## config.mk

```make
export PLATFORM = sky130hd
export DESIGN_NAME = ptwd_timer_wdog
export DESIGN_NICKNAME = d
export VERILOG_FILES = /design/src/ptwd_sync.v /design/src/ptwd_timer_wdog.v
export VERILOG_INCLUDE_DIRS = /design/src
export SDC_FILE = /design/constraint.sdc
export NUM_CORES = 1
export LEC_CHECK = 0
export ABC_AREA = 1
export BUFFER_PORTS_ARGS = -buffer_cell sky130_fd_sc_hd__buf_2
export CAP_MARGIN = 5
export CORE_MARGIN = 2
export CORE_UTILIZATION = 30
export DETAILED_ROUTE_END_ITERATION = 8
export GPL_TIMING_DRIVEN = 1
export PLACE_DENSITY_LB_ADDON = 0.15
export SYNTH_ARGS = -nofsm -noshare
export SYNTH_HDL_FRONTEND = slang
export SYNTH_SLANG_ARGS = --single-unit
```

## constraint.sdc

```tcl
create_clock -name clk -period 1.8 [get_ports clk]
set_input_delay 0.09 -clock clk [delete_from_list [all_inputs] [get_ports clk]]
set_output_delay 0.09 -clock clk [all_outputs]
set_load 0.05 [all_outputs]
```

## src/ptwd_defs.vh

```
// constants for the periodic timer and watchdog block
// assumes inclusion by bare name from design files
`ifndef PTWD_DEFS_VH
`define PTWD_DEFS_VH
`define PTWD_ADDR_CONFIG 4'h0
`define PTWD_ADDR_PRESCALER 4'h1
`define PTWD_ADDR_PRESET 4'h2
`define PTWD_ADDR_TCSR 4'h3
`define PTWD_ADDR_RELOAD 4'h4
`define PTWD_ADDR_SERVICE 4'h5
`define PTWD_ADDR_STATUS 4'h6
`define PTWD_TCSR_RESTART 0
`define PTWD_TCSR_TC 1
`define PTWD_TCSR_IRQEN 2
`define PTWD_CFG_LCFG 0
`define PTWD_CFG_LPRE 1
`define PTWD_CFG_LPRESET 2
`define PTWD_CFG_LRELOAD 3
`define PTWD_CFG_CLKSEL 4
`define PTWD_CFG_MATCHEN 5
`define PTWD_RELOAD_RST 8'h0F
`define PTWD_PRESET_RST 16'hFFFF
`define PTWD_SERVICE_KEY 8'h5C
`define PTWD_FILL_DATA 8'h00
`endif

```

## src/ptwd_sync.v

```verilog
// two-flop level synchroniser for the slow clock input
// assumes clk and resetn of the main block
`timescale 1ns/1ps
`default_nettype none
module ptwd_sync (
  input wire clk,
  input wire resetn,
  input wire d,
  output reg q
);
  reg meta_reg;
  always @(posedge clk or negedge resetn) begin
    if (!resetn) begin
      meta_reg <= 1'b0;
      q <= 1'b0;
    end else begin
      meta_reg <= d;
      q <= meta_reg;
    end
  end
endmodule // ptwd_sync
`default_nettype wire

```

## src/ptwd_timer_wdog.v

```verilog
// periodic timer and watchdog with classic wishbone register slave
// assumes slow_clk at most a quarter of clk; wdog_error drives the system reset
// Functional notes
// - restart reloads timer on next tick, self-clears
// - writing zero to restart does nothing
// - terminal count set at zero, read clears
// - interrupt per zero when enabled
// - control byte: restart, tc, irq enable
// - reload count resets 0F, write starts/restarts
// - match key 5C reloads watchdog
// - wrong key with match enabled errors
// - two services in one tick error
// - match disabled ignores service writes
// - six prescaler rates; timer divides by preset+1
// - reload count bounds ticks between services
// - any watchdog error resets device
// - config bits sticky; locked registers ignore writes
// - timer reloads preset on underflow; FFFF
// - clock select one: prescaled, zero: timer output
`timescale 1ns/1ps
`default_nettype none
`include "ptwd_defs.vh"
module ptwd_timer_wdog #(
  parameter PRESET_W = 16
) (
  input wire clk,
  input wire resetn,
  input wire slow_clk,
  input wire wb_cyc_i,
  input wire wb_stb_i,
  input wire wb_we_i,
  input wire [5:2] wb_adr_i,
  input wire [3:0] wb_sel_i,
  input wire [31:0] wb_dat_i,
  output reg [31:0] wb_dat_o,
  output reg wb_ack_o,
  output reg timer_irq,
  output reg periodic_timer_output,
  output reg wdog_error
);
  wire slow_sync;
  reg slow_prev_reg;
  reg [7:0] wdog_config_reg;
  reg [2:0] slow_prescaler_reg;
  reg [PRESET_W-1:0] periodic_preset_reg;
  reg [PRESET_W-1:0] timer_count_reg;
  reg restart_reg;
  reg terminal_count_flag;
  reg timer_irq_enable;
  reg [7:0] wdog_reload_count;
  reg [7:0] wdog_count_reg;
  reg wdog_running_reg;
  reg [4:0] prescale_cnt_reg;
  reg svc_pending_reg;
  reg reload_pending_reg;
  reg [7:0] reload_val_reg;
  wire rise_slow;
  wire presc_tick;
  wire timer_zero;
  wire wdog_tick;
  wire bus_req;
  wire wr_ok;
  wire rd_ok;
  wire lane0;
  reg [4:0] presc_div;

  ptwd_sync u_sync (
    .clk(clk),
    .resetn(resetn),
    .d(slow_clk),
    .q(slow_sync)
  );

  assign rise_slow = slow_sync & ~slow_prev_reg;
  assign bus_req = wb_cyc_i & wb_stb_i & ~wb_ack_o;
  assign lane0 = wb_sel_i[0];
  assign wr_ok = bus_req & wb_we_i;
  assign rd_ok = bus_req & ~wb_we_i;

  always @* begin
    case (slow_prescaler_reg)
      3'h0: presc_div = 5'h00;
      3'h1: presc_div = 5'h01;
      3'h2: presc_div = 5'h03;
      3'h3: presc_div = 5'h07;
      3'h4: presc_div = 5'h0F;
      3'h5: presc_div = 5'h1F;
      default: presc_div = 5'h00; // reserved codes run undivided
    endcase
  end

  // one tick per divided slow clock edge
  assign presc_tick = rise_slow && (prescale_cnt_reg == 5'h00);
  assign timer_zero = presc_tick && !restart_reg && (timer_count_reg == {PRESET_W{1'b0}});
  assign wdog_tick = wdog_config_reg[`PTWD_CFG_CLKSEL] ? presc_tick : timer_zero;

  always @(posedge clk or negedge resetn) begin
    if (!resetn) begin
      slow_prev_reg <= 1'b0;
      prescale_cnt_reg <= 5'h00;
    end else begin
      slow_prev_reg <= slow_sync;
      if (rise_slow) begin
        if (prescale_cnt_reg == 5'h00)
          prescale_cnt_reg <= presc_div;
        else
          prescale_cnt_reg <= prescale_cnt_reg - 5'h01;
      end
    end
  end

  // periodic timer
  always @(posedge clk or negedge resetn) begin
    if (!resetn) begin
      timer_count_reg <= `PTWD_PRESET_RST;
      periodic_timer_output <= 1'b0;
    end else begin
      periodic_timer_output <= timer_zero;
      if (presc_tick) begin
        if (restart_reg)
          timer_count_reg <= periodic_preset_reg;
        else if (timer_count_reg == {PRESET_W{1'b0}})
          timer_count_reg <= periodic_preset_reg;
        else
          timer_count_reg <= timer_count_reg - {{(PRESET_W-1){1'b0}}, 1'b1};
      end
    end
  end

  // register writes and control/status bits
  always @(posedge clk or negedge resetn) begin
    if (!resetn) begin
      wdog_config_reg <= 8'h00;
      slow_prescaler_reg <= 3'h0;
      periodic_preset_reg <= `PTWD_PRESET_RST;
      restart_reg <= 1'b0;
      terminal_count_flag <= 1'b0;
      timer_irq_enable <= 1'b0;
      wdog_reload_count <= `PTWD_RELOAD_RST;
      timer_irq <= 1'b0;
    end else begin
      timer_irq <= timer_zero & timer_irq_enable;
      if (presc_tick && restart_reg)
        restart_reg <= 1'b0;
      // set wins over read clear
      if (timer_zero)
        terminal_count_flag <= 1'b1;
      else if (rd_ok && wb_adr_i == `PTWD_ADDR_TCSR && !wdog_config_reg[`PTWD_CFG_LPRESET])
        terminal_count_flag <= 1'b0;
      if (wr_ok && lane0) begin
        case (wb_adr_i)
          `PTWD_ADDR_CONFIG: begin
            if (!wdog_config_reg[`PTWD_CFG_LCFG])
              wdog_config_reg <= wdog_config_reg | {2'b00, wb_dat_i[5:0]};
          end
          `PTWD_ADDR_PRESCALER: begin
            if (!wdog_config_reg[`PTWD_CFG_LPRE])
              slow_prescaler_reg <= wb_dat_i[2:0];
          end
          `PTWD_ADDR_PRESET: begin
            if (!wdog_config_reg[`PTWD_CFG_LPRESET])
              periodic_preset_reg <= wb_dat_i[PRESET_W-1:0];
          end
          `PTWD_ADDR_TCSR: begin
            if (!wdog_config_reg[`PTWD_CFG_LPRESET]) begin
              timer_irq_enable <= wb_dat_i[`PTWD_TCSR_IRQEN];
              if (wb_dat_i[`PTWD_TCSR_RESTART])
                restart_reg <= 1'b1;
            end
          end
          `PTWD_ADDR_RELOAD: begin
            if (!wdog_config_reg[`PTWD_CFG_LRELOAD])
              wdog_reload_count <= wb_dat_i[7:0];
          end
          default: begin
          end
        endcase
      end
    end
  end

  // watchdog: requests wait for the next tick
  always @(posedge clk or negedge resetn) begin
    if (!resetn) begin
      wdog_count_reg <= `PTWD_RELOAD_RST;
      wdog_running_reg <= 1'b0;
      svc_pending_reg <= 1'b0;
      reload_pending_reg <= 1'b0;
      reload_val_reg <= `PTWD_RELOAD_RST;
      wdog_error <= 1'b0;
    end else begin
      if (wr_ok && lane0 && wb_adr_i == `PTWD_ADDR_RELOAD
          && !wdog_config_reg[`PTWD_CFG_LRELOAD]) begin
        wdog_running_reg <= 1'b1;
        reload_pending_reg <= 1'b1;
        reload_val_reg <= wb_dat_i[7:0];
      end else if (wdog_tick)
        reload_pending_reg <= 1'b0;
      if (wr_ok && lane0 && wb_adr_i == `PTWD_ADDR_SERVICE
          && wdog_config_reg[`PTWD_CFG_MATCHEN]) begin
        wdog_running_reg <= 1'b1;
        if (wb_dat_i[7:0] != `PTWD_SERVICE_KEY)
          wdog_error <= 1'b1;
        else if (svc_pending_reg && !wdog_tick)
          wdog_error <= 1'b1;
        svc_pending_reg <= 1'b1;
      end else if (wdog_tick)
        svc_pending_reg <= 1'b0;
      if (wdog_running_reg && wdog_tick) begin
        if (reload_pending_reg)
          wdog_count_reg <= reload_val_reg;
        else if (svc_pending_reg)
          wdog_count_reg <= wdog_reload_count;
        else if (wdog_count_reg == 8'h00)
          wdog_error <= 1'b1;
        else
          wdog_count_reg <= wdog_count_reg - 8'h01;
      end
    end
  end

  // wishbone answer, one cycle after request
  always @(posedge clk or negedge resetn) begin
    if (!resetn) begin
      wb_ack_o <= 1'b0;
      wb_dat_o <= 32'h00000000;
    end else begin
      wb_ack_o <= bus_req;
      wb_dat_o <= 32'h00000000;
      if (rd_ok) begin
        case (wb_adr_i)
          `PTWD_ADDR_CONFIG:
            wb_dat_o[7:0] <= wdog_config_reg[`PTWD_CFG_LCFG] ? `PTWD_FILL_DATA : wdog_config_reg;
          `PTWD_ADDR_PRESCALER:
            wb_dat_o[2:0] <= wdog_config_reg[`PTWD_CFG_LPRE] ? 3'h0 : slow_prescaler_reg;
          `PTWD_ADDR_PRESET:
            wb_dat_o[PRESET_W-1:0] <= wdog_config_reg[`PTWD_CFG_LPRESET]
              ? {PRESET_W{1'b0}} : periodic_preset_reg;
          `PTWD_ADDR_TCSR:
            wb_dat_o[2:0] <= wdog_config_reg[`PTWD_CFG_LPRESET] ? 3'h0
              : {timer_irq_enable, terminal_count_flag, restart_reg};
          `PTWD_ADDR_STATUS:
            wb_dat_o[8:0] <= {wdog_running_reg, wdog_count_reg};
          default: wb_dat_o <= 32'h00000000; // write-only and unmapped read zero
        endcase
      end
    end
  end
endmodule // ptwd_timer_wdog
`default_nettype wire

```

==> results, run 1 <==
- Entering global routing, the biggest net connects 47 pins.
- The worst pin sits at a relative slew slack of between 50% and 60%.
- After synthesis, the largest area contributor takes up 26.5% of total cell area.
- The worst hold path endpoint is reload_val_reg[2].
- The end of the worst register-to-register path is wdog_count_reg[6].
- At the end of the flow the core is filled with cells to 37.3%.
- The number of distinct library cells after synthesis is 40.
- The met3 track demand over resource in global routing is 2.06%.
- The number of antenna diodes in the final layout is 0.
- The worst hold slack across all endpoints is ~0.012 ns.
- The final weighted congestion of routability-driven global placement is around 0.91.
- The fraction of met2 tracks used by global routing is around 26%.
- The CTS H-tree depth is 3.
- The power density relative to cell area is 1310 nW/um^2.
- The share of total power in the clock network is 28.6%.
- The launch instance of the worst register-to-register path is timer_count_reg[1].
- The flow ran to the end, and the final reports show no timing, DRC or antenna violations.
- The first global-routing pass estimated between 20 and 25 mm of wire.
- The number of placed I/O pins is 82.
- The detailed-route wire length is ~13 mm.
- The floorplan has 48 rows.
- Setup slack on the critical path of the routed design comes to 0.102 ns.
- Timing would allow up to around 0.59 GHz.
- Of the total power, the share spent switching nets is 36.1%.
- The die is between 100 and 150 microns wide.
- The sum of net half-perimeters after detailed placement is 9.83 mm.
- Sequential cells burn 36.9% of the power.
- The worst setup path is launched from a flop.
- The delay of the slowest cell on the worst path is 0.38 ns.
- Including well taps, the total number of placed cells is 927.
- The synthesis-to-finish area growth is 22.9%.
- The worst setup path is of the reg2reg kind.
- For the worst setup path, the data required time is 2.04 ns.
- After the first detailed-routing iteration, the DRC count stood at 171.
- Sequential elements use 48.7% of the synthesized area.
- The number of antenna violations at the first check in global routing is 0.
- The commonest cells after synthesis are nand2_1 (167), inv_1 (82), o21ai_0 (56), dfrtp_1 (55), nor2_1 (54).
- TritonCTS built the clock tree.
- Clock-pin slew was measured on the worst setup and hold paths at 0.07 ns.
- The signal on the critical path passes through inv_2 -> ha_2 -> inv_1 -> nor2_1 -> nand2_1 -> nor2_4 -> nand2_4 -> o21ai_4 -> nand3_4 -> nand2_2 -> nand2_2.
- Averaged over all synthesized cells, the footprint is 8.08 sq um.
- The slowest stage cell on the critical path is dfstp_2.
- The number of global-route vias before repair is roughly 4400.
- Once the floorplan was initialized, standard cells occupied 30.4% of the core.
- Before antenna repair, the detailed router went through 4 iterations.
- The clock passes through at most 2 buffers.
- The gate family responsible for the most delay along the worst path is simple AND/OR/NAND/NOR gates.
- The number of flip-flops and latches in the synthesized netlist is 99.
- Clock latency on the worst-skew pair, taken at its later pin, is 0.35 ns.
- The total leakage power is 3.15 nW.
- The startpoint identified for the worst hold timing path is wb_dat_i[2].
- The hold-critical path depth is 3.
- The hold violation count in the final report came to 0.
- The tree built by TritonCTS fans out to 99 sinks.
- Counting cells, the worst reg-to-reg path comes to 11.
- The sum of negative setup slack is 0 ns.
- In the routed design, unresolved DRC markers number 0.
- For this run, the leading register cell type out of synthesis is dfrtp_1.
- At the pin with the least slew margin, the transition time is 0.596 ns.
- After the last flow step, the layout net total stands at 783.
- The via density per instance is 4.52.
- The die is 136 microns tall.
- The routed layout has around 4300 vias.
- Among the stages of the critical path, the cell type that occurs most often is nand2_2.
- The cell area after synthesis is 5190 sq um.
- Max-cap violations in this run came to 0.
- Summed over all nets, the switching power comes to 3.03 mW.
- The relative contribution of combinational cells to total power is 34.6%.
- The tree is rooted in a clkbuf_16.
- Yosys attributes the largest share of cell area to dfrtp_1 (26%), dfstp_2 (22%), nand2_1 (12%).
- The number of clock buffers added by TritonCTS is 9.
- The Yosys warning count is 0.
- The data arrival at the endpoint of the critical path is slightly below 2 ns.
- The number of antenna-violating nets in the routed design is 0.
- The synthesized design contains 0 enable-type register cells.
- The average wire per cell in the routed design is 13.7 microns.
- The count of final max-slew check failures came to 0.
- nand2_1 is the most common cell in the netlist.
- Global routing consumed, over all layers together, between 15 and 20% of the routing resources.
- The clock arrives with about 0.010 ns of skew.
- The worst supply voltage drop on vdd is between 500 and 600 uV.
- Of all nets on the critical path, the largest fanout is 8.
- The non-filler instance count after layout is 961.
- The die covers 18400 sq um.
- The post-place setup slack is 0.0368 ns.
- The worst min-delay path category is in2reg.
- Setup slack on the worst reg-to-reg path comes out at 0.10 ns.
- The count of port buffers added during placement is 46.
- The cell-internal power is 5.36 mW.
- The final critical-path required period is 1.70 ns.
- The overflow left after global routing is 0.
- The buffers plus inverters on the worst setup path is 2.
- The number of fill cells in the layout is between 1500 and 2000.
- The floorplan step defined a core boundary enclosing 17100 sq um.
- The cell type contributing the most total cell area after synthesis is dfrtp_1.
- The share of synthesized registers carrying an async set or reset is 100%.
- The final critical-path share of the clock period is 94.3%.
- For met1 alone, demand over resource in global routing was 20.2%.
- The setup-violating endpoint count in the final report is 0.
- The global-route layer with the greatest usage is met2.
- The worst setup path is captured at a flop.
- Counting every instance in the synthesized netlist gives 643.
- The fraction of layout cells with a size suffix above 1 is 24.6%.
stage by stage:
| step | cell area [sq um] | power, mW |
|---|---|---|
| after floorplan | 5250 | 5.12 |
| after global placement | 5790 | 5.89 |
| after detailed placement | 5790 | 5.90 |
| after CTS | 6330 | 8.38 |
| after global routing | 6380 | 9.01 |
| final | 6380 | 8.38 |
worst register-to-register path, delay by kind of cell, from the launching register on:
kind                       cells  cell delay [ns]
buffers and inverters          2             0.09
AOI/OAI and AO/OA              1             0.28
and+or+nand+nor                7             0.68
adders and majority gates      1             0.15
DFF                            1             0.38
per-layer routing:
metal	vias up	share of wire [%]
met1	2081	47
met3	14	1.9
met5	-	0
met4	0	1.7
li1	2197	-
met2	48	49
kinds of logic (layout without fill, tap and decap cells):
family	Yosys count	after routing	synth area share (%)
xor gates and xnor gates	9	9	1.52
buffers and inverters	120	198	10.5
adders and majority gates	6	6	1.45
and+or+nand+nor	299	299	25.5
AOI/OAI and AO/OA	107	107	11.6
DFF	99	99	48.7
muxes	2	2	0.578
other	1	16	0.0722
worst max path at each step:
stage	from	endpoint	slack [ns]	cells past startpoint
after floorplan	timer_count_reg[0]	timer_count_reg[5]	0.21	11
after CTS	timer_count_reg[1]	wdog_count_reg[6]	0.003	12
after global routing	timer_count_reg[1]	wdog_count_reg[6]	-0.003	11
final	timer_count_reg[1]	wdog_count_reg[6]	0.10	11
after global placement	timer_count_reg[1]	svc_pending_reg	0.07	12
after detailed placement	timer_count_reg[1]	wdog_count_reg[6]	0.04	12
power groups by stage:
stage	Combinational (mW)	Clock, mW	Sequential (mW)
floorplan	2.11	0	3.01
global placement	2.78	0	3.11
detailed placement	2.80	0	3.11
CTS	2.85	2.46	3.07
global route	3.32	2.55	3.15
finish	2.90	2.39	3.09
cells in the final DEF (no fill, tap or decap), types with 5 or more instances in the layout:
cell type,instances
dlygate4sd3_1,17
a21oi_1,24
conb_1,16
nor2_1,52
o21ai_0,56
nand3_1,35
inv_2,12
nor2_2,7
inv_1,78
o21ai_1,7
buf_2,45
dfrtp_1,55
nor2_4,5
nand2_1,164
xor2_1,6
nand2_2,7
nor3_1,14
dfstp_2,44
buf_4,27
clkbuf_16,9
o22ai_1,7
layout make-up:
class | instances | area [sq um] | share of cell area (%)
sequential | 99 | 2530 | 39.7
tap | 225 | 282 | 4.41
multi-input combinational | 439 | 2220 | 34.8
clock inverter | 6 | 136 | 2.14
inverter | 91 | 344 | 5.39
timing repair buffer | 91 | 638 | 10.0
clock buffer | 10 | 229 | 3.59
what timing repair did:
action | in CTS | in global routing
hold buffers | 17 | 0
gates resized for setup | 0 | 15
endpoints found under the setup margin | 0 | 19
setup buffers | 0 | 1
endpoints found under the hold margin | 35 | 0
No activity file was read; power rests on OpenSTA's default activity.
==> run 2, diff against run 1 <==
--- a/config.mk
+++ b/config.mk
@@ -9,6 +9,8 @@
 export ABC_AREA = 1
 export BUFFER_PORTS_ARGS = -buffer_cell sky130_fd_sc_hd__buf_2
 export CAP_MARGIN = 5
+export CELL_PAD_IN_SITES_DETAIL_PLACEMENT = 1
+export CELL_PAD_IN_SITES_GLOBAL_PLACEMENT = 1
 export CORE_MARGIN = 2
 export CORE_UTILIZATION = 30
 export DETAILED_ROUTE_END_ITERATION = 8
@@ -16,4 +18,5 @@
 export PLACE_DENSITY_LB_ADDON = 0.15
 export SYNTH_ARGS = -nofsm -noshare
 export SYNTH_HDL_FRONTEND = slang
+export SYNTH_HIERARCHICAL = 1
 export SYNTH_SLANG_ARGS = --single-unit
==> run 2 against run 1 <==
Critical path depth stayed put. Setup slack worse by 0.066 ns. Area after synthesis stayed put. Cell area is 0.51% lower. Routed wire length is 13% higher. Cell count is 0.10% lower. Register-to-register slack worse by 0.07 ns. Via count is 1.8% higher. Combinational power is 4% higher. Synthesized cell count stayed put. Highest routed layer unchanged. Worst hold slack better by 0.012 ns.
==> results, run 2 <==
- The nature of the critical path endpoint was a flop (unchanged).
- The delay of the slowest cell on the worst path is 0.38 ns (about the same).
- The number of global-route vias before repair came to 4852 (was 4377).
- The Yosys warning count is 6 (was 0).
- The count of final max-slew check failures is 0 (unchanged).
- The number of nets in the layout is 782 (was 783).
- The number of DRC markers after the initial detailed-route iteration is 150 (was 171).
- The number of distinct library cells after synthesis was 40 (unchanged).
- The max capacitance violation total is 0 (unchanged).
- The total global routing track utilization is 17.3% (was 15.4%).
- The launch instance of the worst register-to-register path is timer_count_reg[1] (unchanged).
- The number of placed I/O pins is 82 (unchanged).
- The total inserted antenna cells was 0 (unchanged).
- Result of the run: completed (unchanged).
- The power density relative to cell area was 1280 nW/um^2 (was 1310 nW/um^2).
- The internal reg-to-reg setup slack is 0.04 ns (was 0.10 ns).
- The DRC violation count after routing is 0 (unchanged).
- The cell row count is 48 (unchanged).
- The die area was 18400 sq um (unchanged).
- The final design utilization is 37.1% (was 37.3%).
- The final weighted congestion of routability-driven global placement is 0.851 (was 0.914).
- The post-route worst setup slack is 0.0360 ns (was 0.102 ns).
- The number of buffers on the longest clock path is 2 (unchanged).
- The footprint of the multi-input gates was 2250 sq um (was 2220 sq um).
- The clock network latency to the later pin of the worst-skew pair is 0.36 ns (was 0.35 ns).
- The TritonCTS clock tree is built (unchanged).
- The post-synthesis area per instance is 8.08 sq um (unchanged).
- Most frequent cells in the layout: nand2_1 (164), inv_1 (79), dfrtp_1 (55) (was nand2_1 (164), inv_1 (78), o21ai_0 (56)).
- The post-place setup slack was -0.0360 ns (was 0.0368 ns).
- The area used by sequential logic in the layout was 2530 sq um (unchanged).
- The critical path data required time is 2.04 ns (about the same).
- The hold violation count in the final report is 0 (unchanged).
- The first-pass GRT wire length came to 24.8 mm (was 22.0 mm).
- The total iterations of the first detailed-routing run is 4 (unchanged).
- The class of the most critical setup path is reg2reg (unchanged).
- The sum of negative setup slack was 0 ns (unchanged).
- The achievable clock frequency is 0.567 GHz (was 0.589 GHz).
- The total leakage power is 3.11 nW (was 3.15 nW).
- The final critical-path share of the clock period came to 98.0% (was 94.3%).
- The largest net degree at the start of global routing is 36 (was 47).
- The core area is 17100 sq um (unchanged).
- The clock root buffer is clkbuf_16 (unchanged).
- The cell type contributing the most total cell area after synthesis is dfrtp_1 (unchanged).
- The most frequent cell on the critical path is inv_2 (was nand2_2).
- The number of antenna-violating nets in the routed design is 0 (unchanged).
- The number of antenna violations at the first check in global routing came to 0 (unchanged).
- The sequential fraction of the synthesis area was 48.7% (unchanged).
- The worst min-delay path category is in2reg (unchanged).
- The setup-violating endpoint count in the final report was 0 (unchanged).
- The hold-critical path depth is 3 (unchanged).
- The worst hold slack across all endpoints came to 0.0237 ns (was 0.0118 ns).
- The via density per instance is 4.60 (was 4.52).
- The most instantiated library cell after synthesis is nand2_1 (unchanged).
- The synthesis-to-finish area growth is 22.2% (was 22.9%).
- The largest fanout on the critical path is 8 (unchanged).
- The cell area after synthesis is 5190 sq um (unchanged).
- Setup repair after global routing could not meet its margin everywhere.
- The fraction of layout cells with a size suffix above 1 came to 25.2% (was 24.6%).
- The end of the worst register-to-register path was wdog_count_reg[4] (was wdog_count_reg[6]).
- The count of mapped cells out of synthesis came to 643 (unchanged).
- The number of clock sinks is 99 (unchanged).
- The buffers plus inverters on the worst setup path is 2 (unchanged).
- The most common library cell in the layout ignoring fill and taps is nand2_1 (unchanged).
- The overflow left after global routing was 0 (unchanged).
- The data arrival at the endpoint of the critical path came to 2.01 ns (was 1.94 ns).
- The number of synthesized flops with an enable pin is 0 (unchanged).
- The average wire per cell in the routed design is 15.4 microns (was 13.7 microns).
- The clock skew after layout is 0.00701 ns (was 0.0104 ns).
- The slowest stage cell on the critical path is dfstp_2 (unchanged).
- The total number of vias is 4419 (was 4340).
- The clock slew at the register clock pins of the worst setup and hold paths is 0.07 ns (about the same).
- The count of port buffers added during placement is 46 (unchanged).
- The die boundary height is 136 microns (unchanged).
- The die extent in x is 136 microns (unchanged).
- The sum of net half-perimeters after detailed placement was 11.1 mm (was 9.83 mm).
- The starting density of the core was 30.4% (unchanged).
- The share of synthesized registers carrying an async set or reset is 100% (unchanged).
- Leading cell types by count after synthesis: nand2_1 (167), inv_1 (82), o21ai_0 (56), dfrtp_1 (55), nor2_1 (54) (unchanged).
- The CTS H-tree depth is 3 (unchanged).
- The number of buffers inserted during clock tree synthesis is 9 (unchanged).
- The worst reg-to-reg path cell count is 11 (unchanged).
- The commonest register cell after synthesis is dfrtp_1 (unchanged).
- Cell types occupying the most area after synthesis: dfrtp_1 (26%), dfstp_2 (22%), nand2_1 (12%) (unchanged).
- The element type at the critical path start is a flop (unchanged).
- The portion of synthesized cell area occupied by the leading cell type is 26.5% (unchanged).
- The detailed-route wire length is 14.8 mm (was 13.1 mm).
- The worst supply voltage drop on vdd is 572 uV (was 508 uV).
- The gate family responsible for the most delay along the worst path is simple AND/OR/NAND/NOR gates (unchanged).
- Cells traversed along the worst timing path: inv_2 -> ha_4 -> inv_2 -> nor2_1 -> nand2_1 -> nor2_4 -> nand2_4 -> o21ai_4 -> nand3_4 -> nand2_2 -> o21ai_2 (was inv_2 -> ha_2 -> inv_1 -> nor2_1 -> nand2_1 -> nor2_4 -> nand2_4 -> o21ai_4 -> nand3_4 -> nand2_2 -> nand2_2).
- The final critical-path required period was 1.76 ns (was 1.70 ns).
- The worst hold path endpoint is periodic_preset_reg[4] (was reload_val_reg[2]).
- The number of fill cells in the layout is 2095 (was 1772).
- The number of flip-flops and latches in the synthesized netlist was 99 (unchanged).
- The start point of the worst min-delay path was wb_dat_i[4] (was wb_dat_i[2]).
[run 2: cell counts after synthesis]
No cell type changed its count.
[run 2: layout make-up]
cell class	count	share of cell area, %
clock buffer	9	3.55
clock inverter	7	1.22
inverter	91	5.46
multi-input combinational	439	35.5
sequential	99	39.9
tap	225	4.43
timing repair buffer	90	9.97
[run 2: worst max-delay path by stage]
stage / end / startpoint / slack (ns) / depth (start not counted)
after floorplan: timer_count_reg[5] / timer_count_reg[0] / 0.21 / 11
after global placement: svc_pending_reg / timer_count_reg[1] / 0.02 / 13
after detailed placement: svc_pending_reg / timer_count_reg[1] / -0.04 / 13
after CTS: svc_pending_reg / timer_count_reg[1] / 0.001 / 13
after global routing: wdog_count_reg[4] / prescale_cnt_reg[0] / -0.06 / 11
final: wdog_count_reg[4] / timer_count_reg[1] / 0.04 / 11
[run 2: worst min-delay path: cells and delay by family]
family | cells | cell delay [ns]
AOI/OAI and AO/OA | 1 | 0.08
buffers and inverters | 2 | 0.20
[run 2: repair_timing]
action	in CTS	in global routing
pin swaps	0	10
setup endpoints to repair	4	25
endpoints found under the hold margin	38	0
resized for setup	1	25
hold buffers	18	0
setup buffers	0	1
[run 2: logic make-up (layout without fill, tap and decap cells)]
family / after synthesis / in the layout / synth area share (%)
buffers and inverters: 120 / 197 / 10.5
AND/OR/NAND/NOR: 299 / 299 / 25.5
flip-flops: 99 / 99 / 48.7
XOR/XNOR: 9 / 9 / 1.52
multiplexers: 2 / 2 / 0.578
AO/OA/AOI/OAI: 107 / 107 / 11.6
other: 1 / 16 / 0.0722
adder cells (fa/ha/maj): 6 / 6 / 1.45
[run 2: through the flow]
| stage | cell area [sq um] | instances | total power [mW] |
|---|---|---|---|
| finish | 6350 | 960 | 8.14 |
| global route | 6350 | 960 | 8.79 |
| CTS | 6270 | 960 | 8.11 |
| detailed placement | 5780 | 926 | 6.01 |
| global placement | 5780 | 926 | 5.92 |
| floorplan | 5250 | 658 | 5.12 |
[run 2: per-layer routing]
layer  share of wire, %  up-vias  track usage (%)
li1                   -     2191                -
met1                 45     2188             21.8
met2                 52       30             30.7
met3                1.9       10             2.92
met4                1.2        0             4.69
met5                  0        -                0
[run 2: where the power goes]
part | internal [mW] | switching (mW)
sequential | 2.72 | 0.389
clock | 1.09 | 0.921
combinational | 1.13 | 1.89
==> run 3, diff against run 2 <==
==> constraint.sdc (replaced) <==
create_clock -name clk -period 2.05 [get_ports clk]
set_input_delay 0.1025 -clock clk [delete_from_list [all_inputs] [get_ports clk]]
set_output_delay 0.1025 -clock clk [all_outputs]
set_load 0.05 [all_outputs]
==> run 3 against run 2 <==
First-iteration DRC count down 29%. Clock skew down 0.00087 ns. Via count down 1.4%. Clock power is 13% lower. Combinational power decreased by 25%. Die area is the same. Critical endpoint is now wdog_count_reg[5]. Largest power group unchanged.
==> results, run 3 (synthesis results as in run 2) <==
- The count of final max-slew check failures is 0 (unchanged).
- The nature of the critical path endpoint is a flop (unchanged).
- The number of fill cells in the layout is 2111 (was 2095).
- The critical path data required time came to 2.29 ns (was 2.04 ns).
- The average wire per cell in the routed design was 15.2 microns (was 15.4 microns).
- The largest fanout on the critical path is 6 (was 8).
- The total number of vias was 4358 (was 4419).
- The overflow left after global routing is 0 (unchanged).
- The total leakage power is 3.02 nW (was 3.11 nW).
- The die boundary height is 136 microns (unchanged).
- The total global routing track utilization came to 17.0% (was 17.3%).
- The most common library cell in the layout ignoring fill and taps is nand2_1 (unchanged).
- The via density per instance is 4.62 (was 4.60).
- The total iterations of the first detailed-routing run was 5 (was 4).
- The count of port buffers added during placement came to 46 (unchanged).
- The DRC violation count after routing is 0 (unchanged).
- The number of nets in the layout is 766 (was 782).
- The largest net degree at the start of global routing is 37 (was 36).
- The core area is 17100 sq um (unchanged).
- The sum of net half-perimeters after detailed placement is 10.8 mm (was 11.1 mm).
- The die extent in x came to 136 microns (unchanged).
- The setup-violating endpoint count in the final report is 0 (unchanged).
- The detailed-route wire length was 14.3 mm (was 14.8 mm).
- The count of cells resized by post-cts repair is 0 (was 1).
- The clock root buffer was clkbuf_16 (unchanged).
- The final critical-path share of the clock period was 91.1% (was 98.0%).
- The number of antenna violations at the first check in global routing was 0 (unchanged).
- The CTS H-tree depth is 3 (unchanged).
- The worst hold slack across all endpoints was 0.0174 ns (was 0.0237 ns).
- The number of buffers inserted during clock tree synthesis is 9 (unchanged).
- The number of DRC markers after the initial detailed-route iteration came to 107 (was 150).
- The clock slew at the register clock pins of the worst setup and hold paths is 0.07 ns (about the same).
- The number of placed I/O pins is 82 (unchanged).
- The hold violation count in the final report is 0 (unchanged).
- The achievable clock frequency is 0.536 GHz (was 0.567 GHz).
- The number of clock sinks came to 99 (unchanged).
- Setup repair after global routing missed its margin: no (was yes).
- The class of the most critical setup path is reg2reg (unchanged).
- The final weighted congestion of routability-driven global placement is 0.833 (was 0.851).
- The data arrival at the endpoint of the critical path is 2.11 ns (was 2.01 ns).
- The TritonCTS clock tree is built (unchanged).
- The synthesis-to-finish area growth is 17.9% (was 22.2%).
- The worst min-delay path category is in2reg (unchanged).
- The number of antenna-violating nets in the routed design came to 0 (unchanged).
- The element type at the critical path start is a flop (unchanged).
- The transition time at the pin with the least slew margin is 0.635 ns.
- The final critical-path required period is 1.87 ns (was 1.76 ns).
- The number of global-route vias before repair is 4742 (was 4852).
- The worst supply voltage drop on vdd is 425 uV (was 572 uV).
- The die area was 18400 sq um (unchanged).
- The max capacitance violation total was 0 (unchanged).
- The clock skew after layout came to 0.00614 ns (was 0.00701 ns).
- Result of the run: completed (unchanged).
- The total inserted antenna cells came to 0 (unchanged).
- The starting density of the core is 30.4% (unchanged).
- The number of buffers on the longest clock path is 2 (unchanged).
- The worst pin sits at a relative slew slack of between 50% and 60%.
- Most frequent cells in the layout: nand2_1 (167), inv_1 (82), o21ai_0 (56) (was nand2_1 (164), inv_1 (79), dfrtp_1 (55)).
- The power density relative to cell area came to 1110 nW/um^2 (was 1280 nW/um^2).
- The cell row count was 48 (unchanged).
- The clock network latency to the later pin of the worst-skew pair is 0.36 ns (about the same).
- The sum of negative setup slack is 0 ns (unchanged).
- The fraction of layout cells with a size suffix above 1 is 21.1% (was 25.2%).
- The first-pass GRT wire length is 24.1 mm (was 24.8 mm).
[run 3: changes by cell type in the layout (fill, tap and decap cells not counted), sizes merged]
cell         previous run  this run
inv                    92        91
clkinv                  2         1
clkbuf                  9        12
dlygate4sd3            18        17
buf                    72        57
clkinvlp                3         2
[run 3: path summary, 6_finish.rpt]
path	start	end	depth (start not counted)	slack, ns
max	prescale_cnt_reg[0]	wdog_count_reg[5]	9	0.18
min	wb_dat_i[14]	periodic_preset_reg[14]	3	0.02
max reg2reg	prescale_cnt_reg[0]	wdog_count_reg[5]	9	0.18
min reg2reg	u_sync/meta_reg	u_sync/q	0	0.36
max in group asynchronous	resetn	periodic_preset_reg[12]	3	1.17
min in group asynchronous	resetn	prescale_cnt_reg[2]	2	0.21
[run 3: final cells by class]
class                   count  area [sq um]  area share [%]
inverters                  91           344            5.62
clock buffers              12           246            4.02
multi-input cells         439          2170            35.5
repair buffers             74           498            8.13
well taps                 225           282            4.60
clock inverters             4          50.0           0.817
flip-flops and latches     99          2530            41.3
[run 3: per-stage QoR]
stage	utilization (%)	power, mW	cells	setup WS, ns	cell area [sq um]
3_5_place_dp	33.1	5.10	911	0.198	5660
2_1_floorplan	-	4.50	658	0.462	5250
6_report	35.8	6.80	944	0.183	6130
3_3_place_gp	33.1	5.05	911	0.225	5660
4_1_cts	35.8	6.93	944	0.175	6130
5_1_grt	35.8	7.36	944	0.0172	6130
[run 3: layer usage]
| layer | GRT usage (%) | up-vias | part of all wire, % |
|---|---|---|---|
| li1 | - | 2158 | - |
| met1 | 22.4 | 2152 | 47 |
| met2 | 28.7 | 35 | 50 |
| met3 | 2.02 | 13 | 1.3 |
| met4 | 6.25 | 0 | 1.8 |
| met5 | 0 | - | 0 |
[run 3: what timing repair did]
item                      CTS  global route
setup buffers               0             0
hold endpoints to repair   40             0
hold buffers               17             0
[run 3: power breakdown]
group	internal [mW]	total, mW	switching [mW]
logic	0.818	2.28	1.46
registers	2.38	2.77	0.390
clock network	0.979	1.74	0.765
total	4.18	6.80	2.61
[run 3: worst max-delay path, stage by stage, from the launching register on]
cell and delay (ns):
dfrtp_1 0.40, inv_1 0.11, ha_1 0.20, nand2_2 0.09
nor2_4 0.19, nand3_2 0.13, o21ai_4 0.29, nand3_2 0.18
nand2_1 0.11, o21ai_1 0.06
